File: src/inc/rx_status_pkg.sv
// shared constants, register map and types of the receive status block
package rx_status_pkg;
  localparam logic [7:0] OFF_CTRL1  = 8'h00;
  localparam logic [7:0] OFF_CTRL2  = 8'h04;
  localparam logic [7:0] OFF_CTRL3  = 8'h08;
  localparam logic [7:0] OFF_STAT1  = 8'h0c;
  localparam logic [7:0] OFF_DATA   = 8'h10;
  localparam logic [7:0] OFF_BRKCTL = 8'h14;
  localparam logic [7:0] OFF_DIV    = 8'h18;

  // control_register_one bits
  localparam int C1_ENABLE = 6;
  localparam int C1_WAKE   = 3;
  localparam int C1_IDLE_COUNT_START_SELECT   = 2;
  localparam int C1_PEN    = 1;
  localparam int C1_PTY    = 0;
  localparam int C1_MODE9  = 4;
  // control_register_two bits
  localparam int C2_RXIE   = 5;
  localparam int C2_IDLE_LINE_IRQ_ENABLE   = 4;
  localparam int C2_RE     = 2;
  localparam int C2_STBY   = 1;
  // control_register_three bits
  localparam int C3_OVERRUN_IRQ_ENABLE   = 3;
  localparam int C3_NOISE_IRQ_ENABLE   = 2;
  localparam int C3_FRAMING_IRQ_ENABLE   = 1;
  localparam int C3_PARITY_IRQ_ENABLE   = 0;
  // status_register_one bits
  localparam int S1_FULL   = 5;
  localparam int S1_IDLE   = 4;
  localparam int S1_OVR    = 3;
  localparam int S1_NOISE  = 2;
  localparam int S1_FRAME  = 1;
  localparam int S1_PARITY = 0;

  localparam logic [7:0]  CTRL_RESET  = 8'h00;
  localparam logic [15:0] DIV_RESET   = 16'h0001;
  localparam logic [3:0]  RT_PER_BIT  = 4'hf;   // last of 16 counts
  localparam logic [3:0]  RT_START_A  = 4'h2;   // rt3,rt5,rt7 zero based
  localparam logic [3:0]  RT_START_B  = 4'h4;
  localparam logic [3:0]  RT_START_C  = 4'h6;
  localparam logic [3:0]  RT_SMP_A    = 4'h7;   // rt8,rt9,rt10 zero based
  localparam logic [3:0]  RT_SMP_B    = 4'h8;
  localparam logic [3:0]  RT_SMP_C    = 4'h9;
  localparam logic [3:0]  BITS_8      = 4'h9;   // data bits + start before stop
  localparam logic [3:0]  BITS_9      = 4'ha;
  localparam logic [3:0]  IDLE_8      = 4'ha;
  localparam logic [3:0]  IDLE_9      = 4'hb;

  typedef enum logic [1:0] {RX_HUNT = 2'b00, RX_START = 2'b01, RX_BITS = 2'b11} rx_state_e;

  typedef struct packed {
    logic full;
    logic idle;
    logic ovr;
    logic noise;
    logic frame;
    logic parity;
  } rx_flags_s;
endpackage

File: src/rx_status.sv
// receive side of an async serial port: sampling, status flags, standby wakeup and irq lines
`timescale 1ns/1ps
module rx_status
  import rx_status_pkg::*;
(
  input  wire logic        clk_sys,
  input  wire logic        rst,
  input  wire logic        psel,
  input  wire logic        penable,
  input  wire logic        pwrite,
  input  wire logic [7:0]  paddr,
  input  wire logic [31:0] pwdata,
  output logic      [31:0] prdata,
  output logic             pready,
  output logic             pslverr,
  input  wire logic        rx_pin,
  input  wire logic        stop_mode,
  input  wire logic        break_state,
  output logic             rx_irq,
  output logic             err_irq,
  output logic             wait_wakeup
);
  localparam int CLK_HZ = 40_000_000;

  logic [7:0]  control_register_one;
  logic [7:0]  control_register_two;
  logic [7:0]  control_register_three;
  logic        break_clear_flag_enable;
  logic [15:0] div_limit;
  logic [15:0] div_cnt;
  logic        oversample_clock;
  rx_flags_s   flags;
  logic [8:0]  serial_data_register;
  logic        stat_read_armed;
  logic        rx_s1;
  logic        rx_s2;
  logic        rx_prev;
  rx_state_e   state;
  logic [3:0]  rt;
  logic [3:0]  bitn;
  logic [2:0]  smp;
  logic        prev_bit;
  logic [9:0]  shift;
  logic        char_noise;
  logic [3:0]  ones_cnt;
  logic        idle_seen;
  logic        line_idle;
  logic        wr;
  logic        rd;
  logic        run;
  logic        maj;
  logic        disagree;
  logic        char_done;
  logic        idle_event;
  logic        msb;
  logic        par_bad;
  logic [3:0]  stop_pos;
  logic [3:0]  idle_len;
  logic        flag_clr;
  logic        data_read;

  assign wr        = psel && penable && pwrite;
  assign rd        = psel && penable && !pwrite;
  assign pready    = 1'b1;
  assign pslverr   = 1'b0;
  // stop mode stops the oversample clock and sends the receiver back to hunt but leaves registers untouched
  assign run       = control_register_one[C1_ENABLE] && control_register_two[C2_RE] && !stop_mode;
  assign stop_pos  = control_register_one[C1_MODE9] ? BITS_9 : BITS_8;
  assign idle_len  = control_register_one[C1_MODE9] ? IDLE_9 : IDLE_8;
  // the rt10 sample is still the live input when the stop bit is judged
  assign maj       = (smp[0] & smp[1]) | (smp[0] & rx_s2) | (smp[1] & rx_s2);
  assign disagree  = !((smp[1:0] == 2'b00 && !rx_s2) || (smp[1:0] == 2'b11 && rx_s2));
  // judge the stop bit once rt10 of the stop position has been taken
  assign char_done = run && state == RX_BITS && bitn == stop_pos && rt == RT_SMP_C && oversample_clock;

  // clears obey break protection; a read half armed before break finishes only afterwards
  assign flag_clr  = rd && paddr == OFF_DATA && stat_read_armed && (!break_state || break_clear_flag_enable);
  assign data_read = rd && paddr == OFF_DATA && (!break_state || break_clear_flag_enable);

  always_ff @(posedge clk_sys)
  begin
    if (rst)
    begin
      control_register_one    <= CTRL_RESET;
      control_register_three  <= CTRL_RESET;
      break_clear_flag_enable <= 1'b0;
      div_limit               <= DIV_RESET;
    end
    else if (wr)
    begin
      case (paddr)
        OFF_CTRL1:  control_register_one    <= pwdata[7:0];
        OFF_CTRL3:  control_register_three  <= pwdata[7:0];
        OFF_BRKCTL: break_clear_flag_enable <= pwdata[0];
        OFF_DIV:    div_limit               <= pwdata[15:0];
        default:    ;
      endcase
    end
  end

  // standby bit: software sets it, wake events clear it
  always_ff @(posedge clk_sys)
  begin
    if (rst)
      control_register_two <= CTRL_RESET;
    else
    begin
      if (wr && paddr == OFF_CTRL2)
        control_register_two <= pwdata[7:0];
      if (control_register_two[C2_STBY] && run)
      begin
        if (control_register_one[C1_WAKE] && char_done && msb)
          control_register_two[C2_STBY] <= 1'b0;
        else if (!control_register_one[C1_WAKE] && (idle_event || line_idle))
          control_register_two[C2_STBY] <= 1'b0;
      end
    end
  end

  // oversample enable, 16 per bit; divider sets the rate
  always_ff @(posedge clk_sys)
  begin
    if (rst)
    begin
      div_cnt          <= 16'h0000;
      oversample_clock <= 1'b0;
    end
    else if (!run)
      oversample_clock <= 1'b0;
    else if (div_cnt >= div_limit)
    begin
      div_cnt          <= 16'h0000;
      oversample_clock <= 1'b1;
    end
    else
    begin
      div_cnt          <= div_cnt + 16'h0001;
      oversample_clock <= 1'b0;
    end
  end

  always_ff @(posedge clk_sys)
  begin
    if (rst)
    begin
      rx_s1 <= 1'b1;
      rx_s2 <= 1'b1;
    end
    else
    begin
      rx_s1 <= rx_pin;
      rx_s2 <= rx_s1;
    end
  end

  // character state machine
  always_ff @(posedge clk_sys)
  begin
    if (rst)
    begin
      state      <= RX_HUNT;
      rt         <= 4'h0;
      bitn       <= 4'h0;
      smp        <= 3'b111;
      prev_bit   <= 1'b1;
      shift      <= 10'h000;
      char_noise <= 1'b0;
      rx_prev    <= 1'b1;
    end
    else if (!run)
    begin
      state <= RX_HUNT;  // a character in flight is abandoned
      rt    <= 4'h0;
    end
    else if (oversample_clock)
    begin
      rx_prev <= rx_s2;
      case (state)
        RX_HUNT:
        begin
          // free-running while hunting so idle ones are still counted once per bit
          rt <= rt + 4'h1;
          if (rx_prev && !rx_s2)
          begin
            state      <= RX_START;
            rt         <= 4'h1;
            char_noise <= 1'b0;
            smp        <= 3'b000;
          end
        end
        RX_START:
        begin
          rt <= rt + 4'h1;
          if (rt == RT_START_A)
            smp[0] <= rx_s2;
          if (rt == RT_START_B)
            smp[1] <= rx_s2;
          if (rt == RT_START_C)
          begin
            if ((smp[0] + smp[1] + rx_s2) > 2'd1)
              state <= RX_HUNT;
            else if (smp[0] | smp[1] | rx_s2)
              char_noise <= 1'b1;
          end
          if (rt == RT_PER_BIT)
          begin
            state    <= RX_BITS;
            bitn     <= 4'h1;
            prev_bit <= 1'b0;
          end
        end
        RX_BITS:
        begin
          rt <= rt + 4'h1;
          if (rt == RT_SMP_A)
            smp[0] <= rx_s2;
          if (rt == RT_SMP_B)
            smp[1] <= rx_s2;
          if (rt == RT_SMP_C)
          begin
            if (!((smp[0] & smp[1] & rx_s2) | !(smp[0] | smp[1] | rx_s2)))
              char_noise <= 1'b1;
            prev_bit <= (smp[0] & smp[1]) | (smp[0] & rx_s2) | (smp[1] & rx_s2);
            shift    <= {(smp[0] & smp[1]) | (smp[0] & rx_s2) | (smp[1] & rx_s2), shift[9:1]};
            if (bitn == stop_pos)
              state <= RX_HUNT;
          end
          // falling edge after a good one resyncs the bit clock
          if (rt > RT_SMP_C && prev_bit && rx_prev && !rx_s2 && bitn != stop_pos)
          begin
            rt   <= 4'h1;
            bitn <= bitn + 4'h1;
          end
          else if (rt == RT_PER_BIT)
            bitn <= bitn + 4'h1;
        end
        default: state <= RX_HUNT;
      endcase
    end
  end

  // msb and parity of the finished character; the stop bit is not yet shifted in
  always_comb
  begin
    msb     = shift[9];
    par_bad = 1'b0;
    if (control_register_one[C1_PEN])
    begin
      if (control_register_one[C1_MODE9])
        par_bad = ^shift[9:1] ^ control_register_one[C1_PTY];
      else
        par_bad = ^shift[9:2] ^ control_register_one[C1_PTY];
    end
  end

  // idle detection counts ones at bit rate
  always_ff @(posedge clk_sys)
  begin
    if (rst)
    begin
      ones_cnt  <= 4'h0;
      idle_seen <= 1'b0;
    end
    else if (run && oversample_clock && rt == RT_SMP_C)
    begin
      if (state == RX_START || !rx_s2)
      begin
        // idle_count_start_select 1 restarts the count at the stop bit, 0 after the start bit
        ones_cnt  <= 4'h0;
        idle_seen <= 1'b0;
      end
      else if (state == RX_BITS && bitn == stop_pos && control_register_one[C1_IDLE_COUNT_START_SELECT])
        ones_cnt <= 4'h0;
      else if (ones_cnt != idle_len)
        ones_cnt <= ones_cnt + 4'h1;
      else
        idle_seen <= 1'b1;
    end
  end
  assign idle_event = run && oversample_clock && rt == RT_SMP_C && ones_cnt == idle_len - 4'h1 && !idle_seen
                      && state == RX_HUNT;
  assign line_idle  = idle_seen;

  // status flags: hardware set wins over a clear in the same cycle
  always_ff @(posedge clk_sys)
  begin
    if (rst)
    begin
      flags                <= '0;
      serial_data_register <= 9'h000;
      stat_read_armed      <= 1'b0;
    end
    else
    begin
      if (rd && paddr == OFF_STAT1 && (!break_state || break_clear_flag_enable))
        stat_read_armed <= 1'b1;
      else if (flag_clr)
        stat_read_armed <= 1'b0;
      if (flag_clr)
        flags <= '0;
      else if (data_read)
        flags.full <= 1'b0;
      if (char_done && !(control_register_two[C2_STBY] && !control_register_one[C1_WAKE])
          && (!control_register_two[C2_STBY] || msb))
      begin
        if (flags.full && !flag_clr && !data_read)
          flags.ovr <= 1'b1;
        else
        begin
          serial_data_register <= control_register_one[C1_MODE9] ? shift[9:1] : {1'b0, shift[9:2]};
          flags.full   <= 1'b1;
          flags.frame  <= !maj;
          flags.noise  <= char_noise | disagree;
          flags.parity <= par_bad;
        end
      end
      if (idle_event && !control_register_two[C2_STBY])
        flags.idle <= 1'b1;
    end
  end

  always_ff @(posedge clk_sys)
  begin
    if (rst)
      prdata <= 32'h0000_0000;
    else if (psel && !penable && !pwrite)
      case (paddr)
        OFF_CTRL1:  prdata <= {24'h000000, control_register_one};
        OFF_CTRL2:  prdata <= {24'h000000, control_register_two};
        OFF_CTRL3:  prdata <= {24'h000000, control_register_three};
        OFF_STAT1:  prdata <= {26'h0000000, flags};
        OFF_DATA:   prdata <= {23'h000000, serial_data_register};
        OFF_BRKCTL: prdata <= {31'h00000000, break_clear_flag_enable};
        OFF_DIV:    prdata <= {16'h0000, div_limit};
        default:    prdata <= 32'h0000_0000;
      endcase
  end

  // receiver irqs masked in standby error irq per enable
  assign rx_irq      = !control_register_two[C2_STBY] &&
                       ((flags.full && control_register_two[C2_RXIE]) ||
                        (flags.idle && control_register_two[C2_IDLE_LINE_IRQ_ENABLE]));
  assign err_irq     = (flags.ovr && control_register_three[C3_OVERRUN_IRQ_ENABLE]) ||
                       (flags.noise && control_register_three[C3_NOISE_IRQ_ENABLE]) ||
                       (flags.frame && control_register_three[C3_FRAMING_IRQ_ENABLE]) ||
                       (flags.parity && control_register_three[C3_PARITY_IRQ_ENABLE]);
  assign wait_wakeup = rx_irq || err_irq;

  full_frame_a: assert property (@(posedge clk_sys) disable iff (rst)
    char_done && !maj && !flags.full && !control_register_two[C2_STBY] |=> flags.full && flags.frame)
    else $error("framing flag not set with full flag");
  stby_irq_a: assert property (@(posedge clk_sys) disable iff (rst)
    control_register_two[C2_STBY] |-> !rx_irq)
    else $error("receiver irq while in standby");
  err_or_a: assert property (@(posedge clk_sys) disable iff (rst)
    (flags.frame && control_register_three[C3_FRAMING_IRQ_ENABLE]) |-> err_irq)
    else $error("framing error did not raise error irq");
  overrun_keep_a: assert property (@(posedge clk_sys) disable iff (rst)
    $rose(flags.ovr) |-> $stable(serial_data_register))
    else $error("overrun replaced stored character");
  stop_hold_a: assert property (@(posedge clk_sys) disable iff (rst)
    stop_mode |=> $stable(control_register_one) && $stable(flags.full))
    else $error("registers changed in stop mode");
  brk_protect_a: assert property (@(posedge clk_sys) disable iff (rst)
    break_state && !break_clear_flag_enable && flags.full && !char_done |=> flags.full)
    else $error("flag cleared in protected break state");
  wait_wake_a: assert property (@(posedge clk_sys) disable iff (rst)
    (rx_irq || err_irq) |-> wait_wakeup)
    else $error("enabled irq did not request wakeup");
  addr_wake_a: assert property (@(posedge clk_sys) disable iff (rst)
    char_done && control_register_two[C2_STBY] && control_register_one[C1_WAKE] && msb && !wr
    |=> !control_register_two[C2_STBY] && flags.full)
    else $error("address mark did not wake receiver");
endmodule

File: config.mk
export PLATFORM = sky130hd
export DESIGN_NAME = rx_status
export DESIGN_NICKNAME = d
export VERILOG_FILES = /design/src/inc/rx_status_pkg.sv /design/src/rx_status.sv
export SDC_FILE = /design/constraint.sdc
export NUM_CORES = 1
export LEC_CHECK = 0
export BUFFER_PORTS_ARGS = -buffer_cell sky130_fd_sc_hd__buf_4
export CAP_MARGIN = 30
export CORE_MARGIN = 5
export CORE_UTILIZATION = 46
export DETAILED_ROUTE_END_ITERATION = 7
export PLACE_DENSITY = 0.8
export SETUP_SLACK_MARGIN = 0.02
export SYNTH_ARGS = -nofsm -noshare
export SYNTH_HDL_FRONTEND = slang
export SYNTH_SLANG_ARGS = --single-unit
File: constraint.sdc
create_clock -name clk_sys -period 2.12 [get_ports clk_sys]
set_clock_uncertainty 0.2 [all_clocks]
set_input_delay 0.106 -clock clk_sys [delete_from_list [all_inputs] [get_ports clk_sys]]
set_output_delay 0.106 -clock clk_sys [all_outputs]
set_load 0.01 [all_outputs]
; ---- Yosys cells after proc, flatten, opt, wreduce, memory -nomap -nowiden
; Cells that the tools add are included.
[classes]
add_sub_neg = 7
n_lt_le_gt_ge = 3
bitwise_logic = 14
reduce_logical = 100
mux = 59
eq_ne = 37
[ops]
columns = cell, n
row1 = $pmux 16 s7, 1
row2 = $logic_and 1x1->1, 49
row3 = $mux 4, 9
row4 = $mux 1, 30
row5 = $ne 2x2->1 const B, 14
row6 = $eq 8x5->1 const B, 3
row7 = $mux 2, 9
row8 = $reduce_and 6->1, 3
row9 = $add 16x1->16 const B, 1
row10 = $eq 8x4->1 const B, 2
row11 = $ge 16x16->1, 1
row12 = $mux 16, 1
row13 = $reduce_and 2->1, 8
row14 = $logic_not 1->1, 14
row15 = $add 4x1->4 const B, 3
row16 = $eq 4x3->1 const B, 3
row17 = $eq 4x4->1 const B, 3
row18 = $pmux 2 s3, 2
row19 = $pmux 4 s3, 1
row20 = $logic_or 1x1->1, 10
row21 = $reduce_and 5->1, 2
row22 = $mux 9, 1
row23 = $ne 3x3->1 const B, 3
row24 = $reduce_and 9->1, 1
row25 = other kinds (29), 46
[totals]
output_inout_bits = 37
word_cells = 250
regBits = 138
input_bits = 48

; ---- Longest topological paths before layout
[logic_depth]
depth_word = 12
ltp_mapped = 9

; ---- Worst setup path before layout
; Ideal clock, no wire load.
[synth_path]
path_type = register to register
from = reg div_limit[3]
to = reg div_cnt[10]
slack_ns = -0.117
n_path_buf = 1
t_arrival_ns = 1.910
stages_incl_launch_ff = 10
t_required_ns = 1.792
path_cell_list = dfxtp_1 inv_1 ha_1 o211ai_1 a21oi_1 o41ai_1 a311o_1 o21bai_1 clkbuf_1 nor2_1
[synth_between]
elab_chain_len = 2
[synth_rtl]
columns = item, line_no
row1 = start: declaration, rx_status.sv:29  ; logic [15:0] div_limit;
row2 = start signal: assignment, rx_status.sv:95  ; OFF_DIV: div_limit <= pwdata[15:0];
row3 = $ge 16x16->1, rx_status.sv:130  ; else if (div_cnt >= div_limit)
row4 = $mux 16, rx_status.sv:130
row5 = end signal: assignment, rx_status.sv:137  ; div_cnt <= div_cnt + 16'h0001;
row6 = end: declaration, rx_status.sv:30  ; logic [15:0] div_cnt;
; Every way passes these cells.
; A chain may end at the register's enable or synchronous reset.

; ---- Final worst setup path
[layout_path]
from = reg div_cnt[5]
to = reg div_cnt[2]
[layout_between]
elab_chain_len = 2
[layout_rtl]
columns = item, line_no
row1 = $ge 16x16->1, rx_status.sv:130
row2 = $mux 16, rx_status.sv:130
; Every way passes these cells.

==> impl_metrics.env <==
export IMPL_layout_cells_non_filler=1048
export IMPL_failed_checks="negative setup slack"
export IMPL_firstDrtPassIters=5
export IMPL_period_minus_slack_ps=2390
export IMPL_final_setup_worst_slack_ps=-267
export IMPL_diodes=0
export IMPL_post_drt_wl_per_cell_um=19.4
export IMPL_leakage_nw=3.21
export IMPL_start_util_pct=47.3
export IMPL_clk_latency_ps=420
export IMPL_cts_buffers=17
export IMPL_overflow=0
export IMPL_clockBufferDepth=2
export IMPL_crit_type="reg -> reg"
export IMPL_cts_tree="built"
export IMPL_yosysTopAreaCell="dfxtp_1"
export IMPL_worst_slew_pin_slew_ps=679
export IMPL_path_buf_inv=2
export IMPL_grtUsageTotal_pct=21.7
export IMPL_worst_ir_drop_vdd_mv=0.627
export IMPL_root_buffer="clkbuf_16"
export IMPL_syn_area_per_cell_sq_um=8.55
export IMPL_drt_initial_drc_count=663
export IMPL_port_buffer_count=50
export IMPL_final_core_util_pct=63.5
export IMPL_finalSetupViolCount=23
export IMPL_first_global_vias=5737
export IMPL_cp_start_kind="flop"
export IMPL_grt_first_pass_wirelength_mm=28.5
export IMPL_fin_crit_sh_pct=113
export IMPL_core_sq_um=13300
export IMPL_max_stage_delay_ps=410
export IMPL_post_synth_top_area_fraction_pct=38.4
export IMPL_cp_end_kind="flop"
export IMPL_clock_sinks=121
export IMPL_crit_chain="ha_4, a22o_1, o41ai_2, a311o_1, buf_4, buf_6, nand4b_1, a31oi_1"
export IMPL_hpwlAfterDp_mm=11.4
export IMPL_worstPathRequired_ps=2250
export IMPL_rows=42
export IMPL_synth_edff_count=0
export IMPL_die_area_sq_um=16200
export IMPL_slew_violations=0
export IMPL_synth_top_flop_cell="dfxtp_1"
export IMPL_outcome="finished, violations left"
export IMPL_finalWirelength_mm=20.3
export IMPL_dpl_cell_area_sq_um=7130
export IMPL_synth_common_cells="121 x dfxtp_1, 109 x nor2_1, 67 x nand2_1"
export IMPL_yosysMostFrequentCell="dfxtp_1"
export IMPL_die_w_um=127
export IMPL_ys_warnings_count=0
export IMPL_rsz0062_at_grt="yes"
export IMPL_drive_gt1_share_pct=28.8
export IMPL_dp_cells=979
export IMPL_dieHeight_um=127
export IMPL_ys_ff_latch=121
export IMPL_critPathTopFamily="compound AO/OA/AOI/OAI gates"
export IMPL_syn_area_sq_um=6310
export IMPL_synthTopCellsByArea="dfxtp_1 38%, mux2i_1 7.8%, nor2_1 6.5%, ha_1 5.0%, nand2_1 4.0%"
export IMPL_synth_seq_area_share_pct=38.4
export IMPL_slowest_stage="dfxtp_1"
export IMPL_routed_via_density=5.95
export IMPL_antenna_left=0
export IMPL_routabilityCongestion=0.880
export IMPL_grt_max_degree=35
export IMPL_fmax_ghz=0.419
export IMPL_holdWs_ps=27.1
export IMPL_cp_max_fo=5
export IMPL_p_per_area_nw_per_um2=646
export IMPL_holdCritPathClass="in -> reg"
export IMPL_area_growth_pct=34.3
export IMPL_crit_arrival_ps=2510
export IMPL_clk_pin_slew_ps=60
export IMPL_ys_types=65
export IMPL_async_flop_share_pct=0
export IMPL_max_cap_viol_count=0
export IMPL_layout_nets=934
export IMPL_drc=0
export IMPL_postSynthCellCount=738
export IMPL_hold_viol=0
export IMPL_dr_total_vias=6234
export IMPL_stdcell_area_sq_um=8480
export IMPL_io_pins=85
export IMPL_relSlewSlack_pct=54.2
export IMPL_htreeDepth=4
export IMPL_antenna_found_initial=0
## registers in the layout, summed over array words and instances (netlist names), 2 cells and up
name and cells:
ones_cnt 4, control_register_two 8, div_limit 16, smp 2
state 2, prdata 16, control_register_one 8, rt 4
shift 9, serial_data_register 9, bitn 4, div_cnt 16
control_register_three 8, flags 6
## what timing repair did
item / 4_1_cts / 5_1_grt
endpoints found under the hold margin: 50 / 0
setup buffers: 0 / 9
gates resized for setup: 5 / 94
setup endpoints to repair: 16 / 51
cloned: 0 / 3
pin swaps: 2 / 49
hold buffers: 27 / 0
## cell usage in the layout, fill, tap and decap left out, types with 11 or more instances in the layout
master	netlist	layout
dfxtp_1	121	102
buf_4	20	104
ha_1	25	15
nand2_1	67	65
a21oi_1	44	34
inv_1	23	17
conb_1	2	18
xnor2_1	12	12
nor2_1	109	91
nand3_1	18	16
xor2_1	13	13
a22oi_1	20	20
mux2i_1	49	49
and3_1	13	13
dlygate4sd3_1	0	27
nor2_2	1	11
nor3_1	16	13
dfxtp_2	0	16
clkbuf_16	0	19
## through the flow
step | power, mW | setup WS, ps | setup TNS, ps
floorplan | 2.47 | 22.6 | 0
CTS | 5.44 | 1.67 | 0
global placement | 2.55 | 11.7 | 0
finish | 5.48 | -267 | -2190
detailed placement | 2.55 | -36.8 | -440
global route | 5.63 | -301 | -3720
## worst register-to-register path, delay by kind of cell, from the launching register on
kind                       cells  cell delay [ps]
and+or+nand+nor                1              120
DFF                            1              410
buffers and inverters          2              260
adders and majority gates      1              240
AOI/OAI and AO/OA              4             1070
## kinds of logic after synthesis
group / count (synthesis) / synth area share, %
AND/OR/NAND/NOR: 289 / 22.4
AO/OA/AOI/OAI: 142 / 15.6
flip-flops: 121 / 38.4
buffers and inverters: 77 / 5.97
multiplexers: 57 / 9.20
adder cells (fa/ha/maj): 25 / 4.96
XOR/XNOR: 25 / 3.47
other: 2 / 0.119
## power by group
part           switching [mW]  leakage (nW)  internal (mW)
Combinational           0.161          1.94          0.120
Sequential            0.00260         0.986           2.28
Clock                    1.03         0.286           1.89
Total                    1.19          3.21           4.29
## per-layer routing
layer	up-vias	part of all wire (%)	wire (um)	track usage, %
li1	2799	-	-	-
met1	2975	40	8110	26.6
met2	364	47	9640	36.1
met3	96	8.1	1650	5.80
met4	0	4.6	944	8.96
met5	-	0	0	0
## worst paths after layout
path | start | endpoint | slack, ps | cells past startpoint
worst max register to register | div_cnt[5] | div_cnt[2] | -270 | 8
worst min register to register | rx_s1 | rx_s2 | 210 | 1
worst min-delay path | paddr[0] | stat_read_armed | 30 | 6
worst max-delay path | div_cnt[5] | div_cnt[2] | -270 | 8
## layout make-up
cell class	instances	area (sq um)
flip-flops and latches	121	2450
inverters	23	86.3
clock buffers	22	464
clock inverters	8	121
well taps	176	220
fillers	925	4870
repair buffers	142	1230
multi-input cells	556	3910
(Power assumes the default switching activity.)
